<file path="src/design/ief_irq_err_map.vh">
`ifndef IEF_IRQ_ERR_MAP_VH
`define IEF_IRQ_ERR_MAP_VH

// Register offsets.
`define IEF_OFS_IRQ1 8'h07
`define IEF_OFS_IRQ1_EN 8'h09
`define IEF_OFS_ERROR 8'h0A
`define IEF_OFS_EVT_STATUS 8'h20
`define IEF_OFS_EVT_CLEAR 8'h21
`define IEF_OFS_EVT_ENABLE 8'h22

// Reset values.
`define IEF_RST_IRQ1_EN 8'h00
`define IEF_RST_ERROR 8'h00
`define IEF_RST_EVT_ENABLE 4'h0

// Field positions of the second enable register.
`define IEF_EN_OUTPUT_STYLE 7
`define IEF_EN_PIN_ENABLE 6
`define IEF_EN_CARD_DETECT 5
`define IEF_NUM_TIMERS 5

// Field positions of the second request register.
`define IEF_IRQ1_SET 7
`define IEF_IRQ1_COMBINED 6

// Field positions of the error register.
`define IEF_ERR_EEPROM 7
`define IEF_ERR_FIFO_WRITE 6
`define IEF_ERR_FIFO_OVERFLOW 5
`define IEF_ERR_SHORT_FRAME 4
`define IEF_ERR_MISSING_DATA 3
`define IEF_ERR_COLLISION 2
`define IEF_ERR_PROTOCOL 1
`define IEF_ERR_INTEGRITY 0

// Event status bit positions.
`define IEF_EVT_ERROR 0
`define IEF_EVT_COMBINED 1
`define IEF_EVT_DISCARD 2
`define IEF_EVT_EEPROM 3
`define IEF_EVT_WIDTH 4

// Communication state codes.
`define IEF_ST_RX_WAIT 3'h5
`define IEF_ST_WAIT_DATA 3'h6
`define IEF_ST_RECEIVING 3'h7

// Frame length limits.
`define IEF_MIN_FRAME_BITS 8'h04
`define IEF_MIN_SUPPR_BITS 8'h18

`endif

</file>
<file path="src/design/ief_frame_gate.v">
`timescale 1ns/1ps
`default_nettype none
`include "ief_irq_err_map.vh"

module ief_frame_gate (
  // Clock and reset.
  input wire ref_clk_i,
  input wire rst_b_i,
  // Receiver events.
  input wire rx_arm_i,
  input wire rx_sof_i,
  input wire rx_bit_i,
  input wire rx_end_i,
  input wire suppress_i,
  // Frame verdicts.
  output reg short_frame_o,
  output reg discard_o,
  output reg rx_done_o,
  output reg decoder_enable_o
);

  reg [7:0] bit_cnt_r;
  reg in_frame_r;
  wire too_short;
  wire too_short_suppr;

  assign too_short = bit_cnt_r < `IEF_MIN_FRAME_BITS;
  assign too_short_suppr = suppress_i && (bit_cnt_r < `IEF_MIN_SUPPR_BITS);

  always @(posedge ref_clk_i or negedge rst_b_i) begin
    if (!rst_b_i) begin
      bit_cnt_r <= 8'h00;
      in_frame_r <= 1'b0;
      short_frame_o <= 1'b0;
      discard_o <= 1'b0;
      rx_done_o <= 1'b0;
      decoder_enable_o <= 1'b0;
    end else begin
      short_frame_o <= 1'b0;
      discard_o <= 1'b0;
      rx_done_o <= 1'b0;
      if (rx_arm_i) begin
        decoder_enable_o <= 1'b1;
      end
      if (rx_sof_i) begin
        in_frame_r <= 1'b1;
        bit_cnt_r <= 8'h00;
      end else if (in_frame_r && rx_end_i) begin
        in_frame_r <= 1'b0;
        if (too_short || too_short_suppr) begin
          short_frame_o <= too_short;
          discard_o <= 1'b1;
        end else begin
          rx_done_o <= 1'b1;
          decoder_enable_o <= 1'b0;
        end
      end else if (in_frame_r && rx_bit_i && bit_cnt_r != 8'hFF) begin
        bit_cnt_r <= bit_cnt_r + 8'h01;
      end
    end
  end

endmodule

`default_nettype wire

</file>
<file path="src/design/ief_irq1_err.v">
`timescale 1ns/1ps
`default_nettype none
`include "ief_irq_err_map.vh"

module ief_irq1_err (
  // Clock and reset.
  input wire ref_clk_i,
  input wire rst_b_i,
  // Register port.
  input wire [7:0] reg_addr_i,
  input wire [7:0] reg_wdata_i,
  input wire reg_wr_i,
  input wire reg_rd_i,
  output reg [7:0] reg_rdata_o,
  // Interrupt sources.
  input wire [4:0] timer_underflow_i,
  input wire card_detect_i,
  input wire other_irq_pending_i,
  input wire error_irq_clear_i,
  // EEPROM command status.
  input wire eeprom_cmd_done_i,
  input wire eeprom_cmd_fail_i,
  // FIFO write path.
  input wire fifo_write_i,
  input wire [7:0] fifo_wdata_i,
  input wire fifo_full_i,
  input wire fifo_empty_i,
  input wire fifo_flush_i,
  output reg fifo_push_o,
  output reg [7:0] fifo_push_data_o,
  // Contactless command state.
  input wire [2:0] com_state_i,
  input wire crc_tx_i,
  input wire auth_cmd_i,
  input wire cl_cmd_start_i,
  input wire multi_frame_receive_i,
  input wire err_flags_stored_i,
  input wire rx_cmd_start_i,
  input wire wait_data_entry_i,
  input wire tx_due_i,
  // Receiver events.
  input wire rx_sof_i,
  input wire rx_bit_i,
  input wire rx_end_i,
  input wire disturbance_suppression_i,
  input wire collision_i,
  input wire protocol_error_i,
  input wire integrity_error_i,
  // Flag outputs.
  output reg combined_interrupt_flag_o,
  output reg error_interrupt_flag_o,
  output reg reception_complete_o,
  output reg frame_discard_o,
  output reg receive_decoder_o,
  // Interrupt pin.
  output reg irq_pin_o,
  output reg irq_pin_oe_o,
  // Event interrupt.
  output reg evt_irq_o
);

  reg [7:0] irq1_en_r;
  reg [5:0] irq1_flags_r;
  reg [5:0] irq1_flags_nxt;
  reg [7:0] err_r;
  reg [7:0] err_nxt;
  reg [`IEF_EVT_WIDTH-1:0] evt_status_r;
  reg [`IEF_EVT_WIDTH-1:0] evt_status_nxt;
  reg [`IEF_EVT_WIDTH-1:0] evt_enable_r;
  reg err_irq_r;
  reg [7:0] rdata_nxt;
  wire [5:0] flag_events;
  wire [5:0] enabled_flags;
  wire combined_nxt;
  wire busy_write;
  wire write_error_set;
  wire write_error_clear;
  wire overflow_set;
  wire short_frame;
  wire discard;
  wire rx_done;
  wire decoder_en;
  wire [7:0] err_rise;
  wire err_irq_set;
  wire pin_active;
  wire irq1_wr;
  wire [`IEF_EVT_WIDTH-1:0] evt_set;

  function hit;
    input [7:0] addr;
    input [7:0] ofs;
    input strobe;
    begin
      hit = strobe && (addr == ofs);
    end
  endfunction

  ief_frame_gate u_frame_gate (
    .ref_clk_i(ref_clk_i),
    .rst_b_i(rst_b_i),
    .rx_arm_i(rx_cmd_start_i | wait_data_entry_i),
    .rx_sof_i(rx_sof_i),
    .rx_bit_i(rx_bit_i),
    .rx_end_i(rx_end_i),
    .suppress_i(disturbance_suppression_i),
    .short_frame_o(short_frame),
    .discard_o(discard),
    .rx_done_o(rx_done),
    .decoder_enable_o(decoder_en)
  );

  assign flag_events = {card_detect_i, timer_underflow_i};
  assign irq1_wr = hit(reg_addr_i, `IEF_OFS_IRQ1, reg_wr_i);

  // Request flags: hardware set wins over a software clear.
  always @* begin
    irq1_flags_nxt = irq1_flags_r;
    if (irq1_wr) begin
      if (reg_wdata_i[`IEF_IRQ1_SET]) begin
        irq1_flags_nxt = irq1_flags_r | reg_wdata_i[5:0];
      end else begin
        irq1_flags_nxt = irq1_flags_r & ~reg_wdata_i[5:0];
      end
    end
    irq1_flags_nxt = irq1_flags_nxt | flag_events;
  end

  // Each timer and card detect source passes to the combined flag through its own enable bit; other_irq_pending_i passes ungated.
  genvar gi;
  generate
    for (gi = 0; gi < `IEF_NUM_TIMERS; gi = gi + 1) begin : g_timer_gate
      assign enabled_flags[gi] = irq1_flags_r[gi] & irq1_en_r[gi];
    end
  endgenerate
  assign enabled_flags[`IEF_EN_CARD_DETECT] =
    irq1_flags_r[`IEF_EN_CARD_DETECT] & irq1_en_r[`IEF_EN_CARD_DETECT];
  assign combined_nxt = (|enabled_flags) | other_irq_pending_i;

  // Error flag sources.
  assign busy_write = crc_tx_i || auth_cmd_i || (com_state_i == `IEF_ST_RX_WAIT) ||
    (com_state_i == `IEF_ST_WAIT_DATA) || (com_state_i == `IEF_ST_RECEIVING);
  assign write_error_set = fifo_write_i && busy_write;
  assign write_error_clear = multi_frame_receive_i ? err_flags_stored_i : cl_cmd_start_i;
  assign overflow_set = fifo_write_i && fifo_full_i;

  always @* begin
    err_nxt = err_r;
    if (eeprom_cmd_done_i) begin
      err_nxt[`IEF_ERR_EEPROM] = eeprom_cmd_fail_i;
    end
    if (write_error_clear) begin
      err_nxt[`IEF_ERR_FIFO_WRITE] = 1'b0;
    end
    if (write_error_set) begin
      err_nxt[`IEF_ERR_FIFO_WRITE] = 1'b1;
    end
    if (fifo_flush_i) begin
      err_nxt[`IEF_ERR_FIFO_OVERFLOW] = 1'b0;
    end
    if (overflow_set) begin
      err_nxt[`IEF_ERR_FIFO_OVERFLOW] = 1'b1;
    end
    if (rx_cmd_start_i || wait_data_entry_i) begin
      err_nxt[`IEF_ERR_SHORT_FRAME] = 1'b0;
      err_nxt[`IEF_ERR_COLLISION] = 1'b0;
      err_nxt[`IEF_ERR_PROTOCOL] = 1'b0;
      err_nxt[`IEF_ERR_INTEGRITY] = 1'b0;
    end
    if (short_frame) begin
      err_nxt[`IEF_ERR_SHORT_FRAME] = 1'b1;
    end
    if (cl_cmd_start_i) begin
      err_nxt[`IEF_ERR_MISSING_DATA] = 1'b0;
    end
    if (tx_due_i && fifo_empty_i) begin
      err_nxt[`IEF_ERR_MISSING_DATA] = 1'b1;
    end
    if (collision_i) begin
      err_nxt[`IEF_ERR_COLLISION] = 1'b1;
    end
    if (protocol_error_i) begin
      err_nxt[`IEF_ERR_PROTOCOL] = 1'b1;
    end
    if (integrity_error_i) begin
      err_nxt[`IEF_ERR_INTEGRITY] = 1'b1;
    end
  end

  assign err_rise = err_nxt & ~err_r;
  assign err_irq_set = err_rise[`IEF_ERR_FIFO_WRITE] | err_rise[`IEF_ERR_FIFO_OVERFLOW] |
    err_rise[`IEF_ERR_PROTOCOL] | err_rise[`IEF_ERR_MISSING_DATA] |
    err_rise[`IEF_ERR_INTEGRITY];

  // Pin is asserted low; only an enabled combined flag may assert it.
  assign pin_active = combined_interrupt_flag_o & irq1_en_r[`IEF_EN_PIN_ENABLE];

  // Block events for the local interrupt output.
  assign evt_set[`IEF_EVT_ERROR] = err_irq_set;
  assign evt_set[`IEF_EVT_COMBINED] = combined_nxt & ~combined_interrupt_flag_o;
  assign evt_set[`IEF_EVT_DISCARD] = discard;
  assign evt_set[`IEF_EVT_EEPROM] = err_rise[`IEF_ERR_EEPROM];

  always @* begin
    evt_status_nxt = evt_status_r;
    if (hit(reg_addr_i, `IEF_OFS_EVT_CLEAR, reg_wr_i)) begin
      evt_status_nxt = evt_status_r & ~reg_wdata_i[`IEF_EVT_WIDTH-1:0];
    end
    evt_status_nxt = evt_status_nxt | evt_set;
  end

  // Read data mux; unmapped addresses read as zero.
  always @* begin
    rdata_nxt = 8'h00;
    case (reg_addr_i)
      `IEF_OFS_IRQ1: begin
        rdata_nxt = {1'b0, combined_interrupt_flag_o, irq1_flags_r};
      end
      `IEF_OFS_IRQ1_EN: begin
        rdata_nxt = irq1_en_r;
      end
      `IEF_OFS_ERROR: begin
        rdata_nxt = err_r;
      end
      `IEF_OFS_EVT_STATUS: begin
        rdata_nxt = {4'h0, evt_status_r};
      end
      `IEF_OFS_EVT_ENABLE: begin
        rdata_nxt = {4'h0, evt_enable_r};
      end
      default: begin
        rdata_nxt = 8'h00;
      end
    endcase
  end

  always @(posedge ref_clk_i or negedge rst_b_i) begin
    if (!rst_b_i) begin
      irq1_en_r <= `IEF_RST_IRQ1_EN;
      irq1_flags_r <= 6'h00;
      err_r <= `IEF_RST_ERROR;
      err_irq_r <= 1'b0;
      evt_status_r <= {`IEF_EVT_WIDTH{1'b0}};
      evt_enable_r <= `IEF_RST_EVT_ENABLE;
      reg_rdata_o <= 8'h00;
      fifo_push_o <= 1'b0;
      fifo_push_data_o <= 8'h00;
      combined_interrupt_flag_o <= 1'b0;
      error_interrupt_flag_o <= 1'b0;
      reception_complete_o <= 1'b0;
      frame_discard_o <= 1'b0;
      receive_decoder_o <= 1'b0;
      irq_pin_o <= 1'b1;
      irq_pin_oe_o <= 1'b0;
      evt_irq_o <= 1'b0;
    end else begin
      if (hit(reg_addr_i, `IEF_OFS_IRQ1_EN, reg_wr_i)) begin
        irq1_en_r <= reg_wdata_i;
      end
      if (hit(reg_addr_i, `IEF_OFS_EVT_ENABLE, reg_wr_i)) begin
        evt_enable_r <= reg_wdata_i[`IEF_EVT_WIDTH-1:0];
      end
      irq1_flags_r <= irq1_flags_nxt;
      err_r <= err_nxt;
      evt_status_r <= evt_status_nxt;
      reg_rdata_o <= reg_rd_i ? rdata_nxt : 8'h00;
      // Full or overflowed FIFO refuses the write and keeps its contents.
      fifo_push_o <= fifo_write_i && !fifo_full_i && !err_r[`IEF_ERR_FIFO_OVERFLOW];
      if (fifo_write_i) begin
        fifo_push_data_o <= fifo_wdata_i;
      end
      combined_interrupt_flag_o <= combined_nxt;
      if (err_irq_set) begin
        err_irq_r <= 1'b1;
      end else if (error_irq_clear_i) begin
        err_irq_r <= 1'b0;
      end
      error_interrupt_flag_o <= err_irq_r;
      reception_complete_o <= rx_done;
      frame_discard_o <= discard;
      receive_decoder_o <= decoder_en;
      if (irq1_en_r[`IEF_EN_OUTPUT_STYLE]) begin
        irq_pin_o <= ~pin_active;
        irq_pin_oe_o <= 1'b1;
      end else begin
        irq_pin_o <= 1'b0;
        irq_pin_oe_o <= pin_active;
      end
      evt_irq_o <= |(evt_status_nxt & evt_enable_r);
    end
  end

endmodule

`default_nettype wire

</file>
<file path="config.mk">
export PLATFORM = sky130hd
export DESIGN_NAME = ief_irq1_err
export DESIGN_NICKNAME = d
export VERILOG_FILES = /design/src/design/ief_frame_gate.v /design/src/design/ief_irq1_err.v
export VERILOG_INCLUDE_DIRS = /design/src /design/src/design
export SDC_FILE = /design/constraint.sdc
export NUM_CORES = 1
export LEC_CHECK = 0
export BUFFER_PORTS_ARGS = -buffer_cell sky130_fd_sc_hd__buf_2
export CORE_MARGIN = 2
export CORE_UTILIZATION = 30
export DETAILED_ROUTE_END_ITERATION = 10
export GPL_TIMING_DRIVEN = 0
export PLACE_DENSITY = 0.58
export SETUP_SLACK_MARGIN = 0.02
export SLEW_MARGIN = 20
export SYNTH_ARGS = -nofsm -noshare
export SYNTH_HDL_FRONTEND = slang
export SYNTH_HIERARCHICAL = 1
export SYNTH_SLANG_ARGS = --single-unit
</file>
<file path="constraint.sdc">
create_clock -name ref_clk_i -period 2.3 [get_ports ref_clk_i]
set_clock_uncertainty 0.1 [all_clocks]
set_input_delay 0.23 -clock ref_clk_i [delete_from_list [all_inputs] [get_ports ref_clk_i]]
set_output_delay 0.23 -clock ref_clk_i [all_outputs]
set_load 0.1 [all_outputs]
</file>
; Yosys cells after proc, flatten, opt, wreduce, memory -nomap -nowiden
; Index checks and enable logic that the tools add are counted.
[word_totals]
out_inout_bits = 25
word_cells = 131
reg_bits = 69
[classes]
order_cmp = 2
reduce_logical = 27
eq_ne = 11
n_addsub = 1
n_mux = 41
n_bitwise = 26
[ops]
columns = op, n
row1 = case mux 8 bit (5 select lines), 1
row2 = 2-to-1 mux 1 bit, 32
row3 = 2-to-1 mux 8 bit, 4
row4 = "equality test 8 x 6 -> 1 bit, second input constant", 3
row5 = "equality test 8 x 4 -> 1 bit, second input constant", 2
row6 = logical AND 1 bit, 13
row7 = 2-to-1 mux 6 bit, 2
row8 = bitwise OR 6 bit, 2
row9 = "equality test 3 bit, second input constant", 3
row10 = "adder 8 x 1 -> 8 bit, second input constant", 1
row11 = AND 1 bit, 8
row12 = AND 4 bit, 2
row13 = AND 8 bit, 1
row14 = "equality test 8 x 3 -> 1 bit, second input constant", 1
row15 = "less-than comparator 8 x 3 -> 1 bit, second input constant", 1
row16 = "less-than comparator 8 x 5 -> 1 bit, second input constant", 1
row17 = "inequality test 8 bit, second input constant", 1
row18 = inverter 8 bit, 1
row19 = AND 6 bit, 1
row20 = logical OR 1 bit, 6
row21 = inverter 6 bit, 1
row22 = bitwise OR 1 bit, 6
row23 = nonzero test 2 bit, 3
row24 = OR reduction 6 bit, 1
row25 = other kinds (9), 11

; Depth between registers and ports, before layout
; Gate-level depths: netlist of the first run.
[logic_depth]
ltp_word = 14
depth_mapped = 6
depth_no_buf = 4

; Cells and area by module
; Netlist of the first run, hierarchy kept.
[modules_own_cells]
columns = module, seq_area_each_um2, n_inst, cells_each, area_per_inst_um2
row1 = ief_irq1_err, 1402.6, 1, 197, 2466.1
row2 = ief_frame_gate, 325.3, 1, 69, 739.5

; Worst setup path after synthesis of the first run
; No wires, ideal clock.
[synth_timing]
kind = reg-to-reg
startpoint = register u_frame_gate.bit_cnt_r[0]
endpoint = register u_frame_gate.bit_cnt_r[5]
stages_incl_launch_ff = 6
slack_ps = 536
n_path_buf = 1
t_arrival_ps = 1537
setup_time_ps = 128
t_required_ps = 2072
cell_sequence = dfrtp_1 ha_1 and4_1 buf_6 nor4_4 mux2_1
[synth_between]
elab_chain_cells = 4
[synth_rtl]
columns = element, line
row1 = "start, declared", ief_frame_gate.v:22  ; reg [7:0] bit_cnt_r;
row2 = "start signal, assigned", ief_frame_gate.v:58  ; bit_cnt_r <= bit_cnt_r + 8'h01;
row3 = adder 8 x 1 -> 8 bit / inequality test 8 bit (equally long branches), "ief_frame_gate.v:58, ief_frame_gate.v:57"
row4 = 2-to-1 mux 8 bit / logical AND 1 bit (equally long branches), ief_frame_gate.v:57  ; end else if (in_frame_r && rx_bit_i && bit_cnt_r != 8'hFF) begin
row5 = 2-to-1 mux 8 bit / nonzero test 2 bit (equally long branches), -
row6 = 2-to-1 mux 8 bit / AND reduction 2 bit (equally long branches), -
; Several ways; a longest one is shown, not always the timed one. The select of a mux whose other input is x is not followed.
; A chain may end at the register's enable or synchronous reset.

; Worst setup path in the final report of the first run
[layout_timing]
startpoint = input reg_addr_i[4]
endpoint = register reg_rdata_o[1]
[layout_between]
elab_chain_cells = 3
[layout_rtl]
columns = element, line
row1 = "start, declared", ief_irq1_err.v:10  ; input wire [7:0] reg_addr_i,
row2 = "equality test 8 x 6 -> 1 bit, or another cell as far along", ief_irq1_err.v:214  ; case (reg_addr_i)
row3 = case mux 8 bit (5 select lines) *, ief_irq1_err.v:214
row4 = 2-to-1 mux 8 bit *, ief_irq1_err.v:265  ; reg_rdata_o <= reg_rd_i ? rdata_nxt : 8'h00;
row5 = "end signal, assigned", ief_irq1_err.v:265
row6 = "end, declared", ief_irq1_err.v:14  ; output reg [7:0] reg_rdata_o,
; Every way passes the cells marked *; elsewhere a longest branch is shown, timed or not.

==> impl_results.md, run 1 <==
- Starting Density: 0.309
- Slew Limit Fails: 0
- WP data required: 2470 ps
- Synth Flop Type: dfrtp_1
- Max-Cap Viols: 0
- Setup bufs post-CTS: 0
- Synth Cell Area: 3210 um2
- Max FO, Critical Path: 8
- Core Area: 10400 um2
- Clock-pin slew on the worst setup and hold paths: ~70 ps
- Slew @ Worst Pin: 859 ps
- Die area: about 12000 um2
- Area Growth Syn to Fin: 33.6%
- Initial antenna violation count: 0
- Clk sink count: slightly below 70
- Final Hold Vio Count: 0
- Routed Antenna Nets: 0
- YS warnings: 6
- Layout cells sized above 1: 0.350
- Clk_lat worst skew: 360 ps
- First drt pass iteration count: 6
- Place WS: about 30 ps
- Crit path time final: 1970 ps
- Status: completed
- Avg Inst Size Synth: 12.1 um2
- Post-synth EDFFs: 0
- Wire length on met1: 3.76 mm
- VDD IR max: approximately 0.00042 V
- Netlist cell types: between 60 and 70
- RR Endpoint: u_frame_gate/bit_cnt_r[5]
- Hold Crit Start: eeprom_cmd_fail_i
- Worst hold slack: 12.6 ps
- Number of remaining DRC errors: 0
- Endpoints failing setup: 0
- Pin count of the biggest net entering global routing: 55
- Reg2reg path depth: 5
- First-pass GRT wire length: 13.4 mm
- Vias in the first global route: 2668
- F_max: 507 MHz
- PnR worst setup slack: roughly 330 ps
- Maximum clock path buffer count: 2
- GPL Wtd Cong: 0.829
- I/O Pins: between 80 and 90
- Detailed Route WL: approximately 8.4 mm
- Critical path class: in -> reg
- Setup tns final: 0 ps
- Diode count: 0
- R2r startpoint: u_frame_gate/bit_cnt_r[0]
- Most frequent cells in the layout: 84 x buf_2, 68 x dfrtp_1, 25 x dlygate4sd3_1, 16 x nor2_1, 15 x inv_1
- Normalized max-slew margin: 0.419
- Pwr Total: 0.00283 W
- Vias/cell: between 4 and 5
- Syn Nets: 327
- Ys async rst share: 1.00
- Max layer used: met4
- Starting DRT DRC Count: 125
- Post-CTS sizing: 0
- Most common cell after layout, fill and taps aside: buf_2
- Setup repair after global routing missed its margin: no
- CP Launch Type: input pin
- Fin crit share: 0.857
- Min-delay worst type: in -> reg
- Die W: around 110 um
- Crit. End Element: register
- Seq cells post-synth: between 60 and 70
- CTS Hold Bufs: 25
- Root buf cell: clkbuf_8
- Final net count: roughly 450
- H-Tree Depth: 3
- CTS tree: yes
- Grt ovf: 0
- Worst hold path endpoint: err_r[7]
- Post-synthesis sequential area ratio: 0.539
- Cells after Synth: 266
- Pwr Density: 662 nW/um2
- Met2 wire length: 3.92 mm
- GRT Util Overall: 0.155
- Die height: approximately 110 um
- Rows: 37
- Vias: 2627
- WL met3: between 500 and 600 um
- Worst EP arrival: 2140 ps
- Hold Path Cell Cnt: 3
- WL/cell: between 15 and 20 um
- Worst R2R Setup Slack: 410 ps
- DP HPWL: around 6 mm
- IO Port Bufs: 83
- CTS buffer count: 9
- Leakage: 1.98 nW
## worst max-delay path, stage by stage
cell,delay [ps]
buf_2,120
nor4_2,710
and2_0,210
clkbuf_1,420
a222oi_1,210
a21oi_1,230
## layer usage
metal | vias to the layer above | global-route usage
li1 | 1249 | -
met1 | 1278 | 0.195
met2 | 89 | 0.248
met3 | 11 | 0.0527
met4 | 0 | 0.0531
met5 | - | 0
## power by group
part / switching (W) / total [W] / internal, W
Combinational: 0.000326 / 0.000474 / 0.000148
Sequential: 0.0000387 / 0.00131 / 0.00127
Clock: 0.000470 / 0.00105 / 0.000584
## through the flow
stage	std cells	instance area [um2]	util
after CTS	527	4280	0.413
after detailed placement	486	3820	0.368
after global routing	527	4280	0.413
after floorplan	266	3210	-
after global placement	485	3790	0.366
final	527	4280	0.413
## cell type report
class / instances / area [um2]
flip-flops and latches: 69 / 1730
clock buffers: 12 / 165
clock inverters: 4 / 45.0
well taps: 136 / 170
multi-input cells: 173 / 1380
fillers: 1016 / 6090
inverters: 16 / 60.1
repair buffers: 109 / 696
plain buffers: 8 / 41.3
## worst max path at each step
stage,start,to,slack [ps],depth (start not counted)
final,reg_addr_i[4],reg_rdata_o[1],330,6
after global placement,reg_addr_i[4],reg_rdata_o[0],30,6
after CTS,reg_addr_i[4],reg_rdata_o[0],370,6
after global routing,reg_addr_i[4],reg_rdata_o[1],260,6
after floorplan,reg_addr_i[4],irq1_en_r[0],540,4
after detailed placement,reg_addr_i[4],reg_rdata_o[1],30,6
## Yosys cell counts, types with 2 or more instances
cell       count  area [um2]
a21o_1         5        37.5
nand2b_1       6        37.5
nor2_1        16        60.1
o2111ai_1      2        17.5
o21a_1         2        15.0
nand4_1        9        56.3
a211oi_1       4        30.0
a21oi_1        7        35.0
a31oi_1        2        12.5
dfrtp_1       68        1700
nor4_4         2        42.5
or3_1          3        18.8
or2_2          2        12.5
a211o_1        6        52.6
a22oi_1        5        37.5
buf_2          2        10.0
a41oi_1        6        52.6
o21ai_0        7        35.0
o31ai_1        2        15.0
nand2_1       11        41.3
nor4_1         2        12.5
nor3_1         4        20.0
nor3_4         2        32.5
clkbuf_1       3        11.3
and4b_1        2        20.0
nor2b_1        6        37.5
a222oi_1       8        80.1
mux2_2         9         101
inv_1         15        56.3
mux2_4         8         120
mux2_1         7        78.8
nand3b_1       4        30.0
## flip-flops by register name, indices dropped and copies added (netlist names), 4 cells and up
name / count
err_r: 8
evt_enable_r: 4
evt_status_r: 4
fifo_push_data_o: 8
irq1_en_r: 8
irq1_flags_r: 6
reg_rdata_o: 8
u_frame_gate/bit_cnt_r: 8
## kinds of logic after synthesis
family	count (synthesis)	synth area share
AND/OR/NAND/NOR	83	0.171
flip-flops	69	0.539
AO/OA/AOI/OAI	64	0.158
multiplexers	25	0.0968
buffers and inverters	24	0.0316
adder cells (fa/ha/maj)	1	0.00390
Power figures use the tool's default switching activity.
==> run 2: changes to the inputs <==
--- a/config.mk
+++ b/config.mk
@@ -7,11 +7,13 @@
 export NUM_CORES = 1
 export LEC_CHECK = 0
 export BUFFER_PORTS_ARGS = -buffer_cell sky130_fd_sc_hd__buf_2
+export CELL_PAD_IN_SITES_DETAIL_PLACEMENT = 0
+export CELL_PAD_IN_SITES_GLOBAL_PLACEMENT = 1
 export CORE_MARGIN = 2
 export CORE_UTILIZATION = 30
 export DETAILED_ROUTE_END_ITERATION = 10
 export GPL_TIMING_DRIVEN = 0
-export PLACE_DENSITY = 0.58
+export PLACE_DENSITY = 0.69
 export SETUP_SLACK_MARGIN = 0.02
 export SLEW_MARGIN = 20
 export SYNTH_ARGS = -nofsm -noshare
==> run 2 against run 1 <==
Effect of this change:
- cell count fell by 1.9%
- critical path depth decreased by 1
- cell area decreased by 2.4%
- critical path type is now reg -> reg
- critical endpoint is now u_frame_gate/bit_cnt_r[7]
==> impl_results.md, run 2 (synthesis results as in run 1) <==
- Status: completed
- Clock-pin slew on the worst setup and hold paths: 70 ps (about the same)
- Most frequent cells in the layout: 84 x buf_2, 68 x dfrtp_1, 16 x nor2_1, 15 x inv_1, 15 x dlygate4sd3_1
- Seq pwr share: 0.465 (+0.004)
- R2r startpoint: u_frame_gate/bit_cnt_r[0]
- Crit path time final: 1890 ps (-85.5 ps)
- Register area: 1730 um2 (unchanged)
- Slew Limit Fails: 0 (unchanged)
- Maximum clock path buffer count: 2 (unchanged)
- Setup repair after global routing missed its margin: no
- Number of remaining DRC errors: 0 (unchanged)
- I/O Pins: 85 (unchanged)
- Internal: 0.00201 W (+0.52%)
- Sw frac: 0.283 (-0.0114)
- WL/cell: 15.3 um (-3.9%)
- Min-delay worst type: in -> reg
- Clk sink count: 69 (unchanged)
- F_max: 530 MHz (+4.5%)
- First-pass GRT wire length: 12.7 mm (-5.3%)
- RR Endpoint: u_frame_gate/bit_cnt_r[7]
- Normalized max-slew margin: 0.422 (+0.00211)
- Routed Antenna Nets: 0 (unchanged)
- Detailed Route WL: 7.89 mm (-5.7%)
- Multi-input logic area: 1380 um2 (unchanged)
- Leakage: 1.93 nW (-2.4%)
- Final Hold Vio Count: 0 (unchanged)
- Slew @ Worst Pin: 861 ps (+1.92 ps)
- Setup tns final: 0 ps (unchanged)
- Clk pwr share: 0.372 (about the same)
- Reported net switching power: 0.000794 W (-4.9%)
- CTS tree: yes
- CP Launch Type: register
- GPL Wtd Cong: 0.769 (-7.1%)
- Layout cells sized above 1: 0.354 (+0.00395)
- Max-Cap Viols: 0 (unchanged)
- WP data required: 2420 ps (-50 ps)
- GRT Util Overall: 0.143 (-0.0121)
- Place WS: 39.9 ps (+9.74 ps)
- Reg2reg path depth: 5 (unchanged)
- Worst hold path endpoint: fifo_push_data_o[5]
- Die area: 11500 um2 (unchanged)
- Max FO, Critical Path: 7 (-1)
- Critical path class: reg -> reg
- Grt ovf: 0 (unchanged)
- Pin count of the biggest net entering global routing: 51 (-7.3%)
- Clk_lat worst skew: 340 ps (-20 ps)
- Area Growth Syn to Fin: 30.3%
- Starting Density: 0.309 (unchanged)
- PnR worst setup slack: 414 ps (+85.5 ps)
- Pwr Density: 671 nW/um2 (+1.4%)
- IO Port Bufs: 83 (unchanged)
- H-Tree Depth: 3 (unchanged)
- Final net count: 437 (-2.2%)
- Crit. End Element: register
- Hold Crit Start: fifo_wdata_i[5]
- Worst EP arrival: 2010 ps (-130 ps)
- Starting DRT DRC Count: 101 (-19%)
- Core Area: 10400 um2 (unchanged)
- Fillers: 1046 (+3.0%)
- Rows: 37 (unchanged)
- Endpoints failing setup: 0 (unchanged)
- Worst R2R Setup Slack: 410 ps (about the same)
- Die W: 107 um (unchanged)
- Most common cell after layout, fill and taps aside: buf_2
- Fin crit share: 0.820 (-0.0372)
- Worst hold slack: 18.4 ps (+5.79 ps)
- Initial antenna violation count: 0 (unchanged)
- CTS buffer count: 9 (unchanged)
- Root buf cell: clkbuf_8
- First drt pass iteration count: 4 (-2)
- Diode count: 0 (unchanged)
- Combinational Power Share: 0.162 (-0.005)
- Vias in the first global route: 2655 (-0.49%)
- Hold Path Cell Cnt: 2 (-1)
- VDD IR max: 0.000483 V (+15%)
- DP HPWL: 5.83 mm (-2.1%)
- Vias/cell: 4.97 (-0.36%)
- Vias: 2568 (-2.2%)
- Die height: 107 um (unchanged)
[run 2: cell count changes in the layout (fill, tap and decap cells not counted)]
| cell | previous run | this run |
|---|---|---|
| bufinv_16 | 1 | 2 |
| clkbuf_1 | 3 | 5 |
| clkbuf_8 | 12 | 9 |
| dlygate4sd3_1 | 25 | 15 |
[run 2: metal layers]
layer  share of wire  GRT usage  up-vias  routed length [um]
met3           0.059     0.0406        2                 463
met5               0          0        -                   0
li1                -          -     1221                   -
met1            0.43      0.174     1273                3430
met2            0.50      0.251       72                3970
met4          0.0039     0.0302        0                  31
[run 2: worst max-delay path by stage]
| stage | startpoint | end | slack, ps | cells after the start |
|---|---|---|---|---|
| 3_5_place_dp | reg_addr_i[4] | reg_rdata_o[3] | 40 | 6 |
| 2_1_floorplan | reg_addr_i[4] | irq1_en_r[0] | 540 | 4 |
| 4_1_cts | u_frame_gate/bit_cnt_r[0] | u_frame_gate/bit_cnt_r[7] | 400 | 5 |
| 5_1_grt | reg_addr_i[4] | reg_rdata_o[3] | 320 | 6 |
| 6_report | u_frame_gate/bit_cnt_r[0] | u_frame_gate/bit_cnt_r[7] | 410 | 5 |
| 3_3_place_gp | reg_addr_i[4] | reg_rdata_o[0] | 60 | 6 |
[run 2: critical path: stages (launching register included)]
cell and delay (ps):
dfrtp_1 450, ha_1 270, and4_1 190, buf_6 140, nor4_4 270, mux2_1 350
[run 2: final cells by class]
cell class                      instances  share of cell area
Tap cell                              136              0.0407
Clock inverter                          5              0.0180
Multi-Input combinational cell        173               0.329
Timing Repair Buffer                   99               0.143
Inverter                               16              0.0144
Sequential cell                        69               0.414
Clock buffer                           11              0.0314
Buffer                                  8             0.00988
[run 2: power groups by stage]
stage	clock, W	sequential, W	combinational, W
after floorplan	0	0.00151	0.000103
after global placement	0	0.00133	0.000430
after detailed placement	0	0.00133	0.000441
after CTS	0.00109	0.00130	0.000462
after global routing	0.00114	0.00131	0.000486
final	0.00104	0.00130	0.000455
[run 2: stage by stage]
stage | instance area, um2 | instances | util | power, W
after floorplan | 3210 | 266 | - | 0.00161
after global placement | 3790 | 485 | 0.366 | 0.00176
after detailed placement | 3820 | 486 | 0.368 | 0.00177
after CTS | 4180 | 517 | 0.403 | 0.00285
after global routing | 4180 | 517 | 0.403 | 0.00294
final | 4180 | 517 | 0.403 | 0.00280
[run 2: timing repair]
action | 4_1_cts | 5_1_grt
setup buffers | 0 | 0
resized for setup | 0 | 0
hold endpoints to repair | 43 | 0
endpoints found under the setup margin | 0 | 0
hold buffers | 15 | 0
==> run 3: changes to the inputs <==
==> constraint.sdc (replaced) <==
create_clock -name ref_clk_i -period 1.85 [get_ports ref_clk_i]
set_clock_uncertainty 0.1 [all_clocks]
set_input_delay 0.185 -clock ref_clk_i [delete_from_list [all_inputs] [get_ports ref_clk_i]]
set_output_delay 0.185 -clock ref_clk_i [all_outputs]
set_load 0.1 [all_outputs]
==> run 3 against run 2 <==
Effect of this change:
- cell area up 5.2%
- count of clock-buffer cells in the layout unchanged
- cell count up 3.9%
- via count up 3.2%
- global-route usage up 0.31 points
- first-iteration DRC count up 3.0%
- flip-flop and latch count unchanged
- non-clock buffer count up 20
- combinational power up 34%
==> impl_results.md, run 3 (synthesis results as in run 1) <==
- Worst hold slack: 26.6 ps (+8.18 ps)
- CTS tree: yes
- Final Hold Vio Count: 0 (unchanged)
- GPL Wtd Cong: 0.769 (unchanged)
- Detailed Route WL: 8.16 mm (+3.4%)
- Crit path buffers/inverters: 1 (unchanged)
- Min-delay worst type: in -> reg
- Critical path class: reg -> reg
- Cell Chain, Critical Path: ha_2, and4_1, buf_6, nor4_4, mux2_4
- Crit path time final: 1770 ps (-117 ps)
- Die area: 11500 um2 (unchanged)
- Area Growth Syn to Fin: 37.1%
- Starting Density: 0.309 (unchanged)
- Vias/cell: 4.94 (-0.61%)
- Fin util: 0.424 (+0.0209)
- Rows: 37 (unchanged)
- Diode count: 0 (unchanged)
- Setup repair after global routing missed its margin: no
- Pwr Total: 0.00353 W (+26%)
- Clk sink count: 69 (unchanged)
- Fin crit share: 0.956 (+0.136)
- Status: completed
- Root buf cell: clkbuf_8
- Core Area: 10400 um2 (unchanged)
- Most common cell after layout, fill and taps aside: buf_2
- Starting DRT DRC Count: 104 (+3.0%)
- Vias in the first global route: 2729 (+2.8%)
- Endpoints failing setup: 0 (unchanged)
- VDD IR max: 0.000601 V (+24%)
- PnR worst setup slack: 81.0 ps (-333 ps)
- Slew Limit Fails: 0 (unchanged)
- Final net count: 457 (+4.6%)
- Pin count of the biggest net entering global routing: 51 (unchanged)
- H-Tree Depth: 3 (unchanged)
- DP HPWL: 5.83 mm (unchanged)
- CTS buffer count: 9 (unchanged)
- Stages on the worst setup path: 5 (unchanged)
- Worst EP arrival: 1890 ps (-120 ps)
- Hold Path Cell Cnt: 2 (unchanged)
- Design area: 4390 um2 (+5.2%)
- F_max: 565 MHz (+6.6%)
- First-pass GRT wire length: 13.0 mm (+2.2%)
- Post-DP Area: 3820 um2 (unchanged)
- Clk_lat worst skew: 340 ps (about the same)
- CP delay by family, top: simple AND/OR/NAND/NOR gates
- Grt ovf: 0 (unchanged)
- Maximum clock path buffer count: 2 (unchanged)
- IO Port Bufs: 83 (unchanged)
- Most frequent cells in the layout: 84 x buf_2, 67 x dfrtp_1, 33 x dlygate4sd3_1, 16 x nor2_1, 15 x inv_1
- I/O Pins: 85 (unchanged)
- Slew @ Worst Pin: 831 ps (-30.0 ps)
- Initial antenna violation count: 0 (unchanged)
- Crit. End Element: register
- Routed Antenna Nets: 0 (unchanged)
- Normalized max-slew margin: 0.438 (+0.0169)
- Die W: 107 um (unchanged)
- CP Launch Type: register
- Clock-pin slew on the worst setup and hold paths: 80 ps (about the same)
- First drt pass iteration count: 4 (unchanged)
- WP data required: 1980 ps (-440 ps)
- Die height: 107 um (unchanged)
- WL/cell: 15.2 um (-0.47%)
- Pwr Density: 804 nW/um2 (+20%)
- GRT Util Overall: 0.146 (+0.00309)
- Number of remaining DRC errors: 0 (unchanged)
- Reg2reg path depth: 5 (unchanged)
- Slowest-stage cell, CP: dfrtp_2
- Layout cells sized above 1: 0.352 (-0.00271)
- Leakage: 2.02 nW (+4.3%)
- Vias: 2651 (+3.2%)
- CP max stage delay: 420 ps (-30 ps)
- Max FO, Critical Path: 6 (-1)
- Max-Cap Viols: 0 (unchanged)
- Fillers: 1025 (-2.0%)
- Place WS: -365 ps (-405 ps)
## run 3: changes by cell type in the layout (fill, tap and decap cells not counted), sizes merged
cell	change
dlygate4sd3	+18
buf	+2
## run 3: where the power goes
part	switching, W	internal (W)	total (W)
sequential	0.0000443	0.00158	0.00162
combinational	0.000409	0.000201	0.000609
clock	0.000549	0.000753	0.00130
## run 3: path summary, 6_finish.rpt
check,from,end,slack (ps)
max in group asynchronous,rst_b_i,u_frame_gate/bit_cnt_r[0],920
max,u_frame_gate/bit_cnt_r[0],u_frame_gate/bit_cnt_r[7],80
max reg2reg,u_frame_gate/bit_cnt_r[0],u_frame_gate/bit_cnt_r[7],80
min in group asynchronous,rst_b_i,irq1_flags_r[5],170
min reg2reg,u_frame_gate/rx_done_o,reception_complete_o,260
min,reg_wdata_i[2],evt_enable_r[2],30
## run 3: metal layers
metal  up-vias  global-route usage  share of wire
li1       1261                   -              -
met1      1303               0.176           0.43
met2        79               0.259           0.50
met3         8              0.0400          0.055
met4         0              0.0302         0.0088
met5         -                   0              0
## run 3: worst register-to-register path, cell delays in order, from the launching register on
cell and delay (ps):
dfrtp_2 420, ha_2 210, and4_1 180, buf_6 140, nor4_4 290, mux2_4 320
## run 3: cell type report
| type | instances | area [um2] | area share |
|---|---|---|---|
| clock inverters | 5 | 75.1 | 0.0171 |
| flip-flops and latches | 69 | 1730 | 0.394 |
| inverters | 16 | 60.1 | 0.0137 |
| clock buffers | 11 | 131 | 0.0299 |
| well taps | 136 | 170 | 0.0387 |
| multi-input cells | 173 | 1400 | 0.318 |
| repair buffers | 119 | 791 | 0.180 |
| plain buffers | 8 | 41.3 | 0.00940 |
## run 3: what timing repair did
item,in CTS,in global routing
hold endpoints to repair,95,2
pin swaps,0,1
hold buffers,31,2
gates resized for setup,2,3
setup buffers,2,0
setup endpoints to repair,4,9
## run 3: metrics by stage
| step | TNS (ps) | instances |
|---|---|---|
| 2_1_floorplan | 0 | 266 |
| 3_3_place_gp | -4270 | 485 |
| 3_5_place_dp | -4520 | 486 |
| 4_1_cts | 0 | 535 |
| 5_1_grt | 0 | 537 |
| 6_report | 0 | 537 |
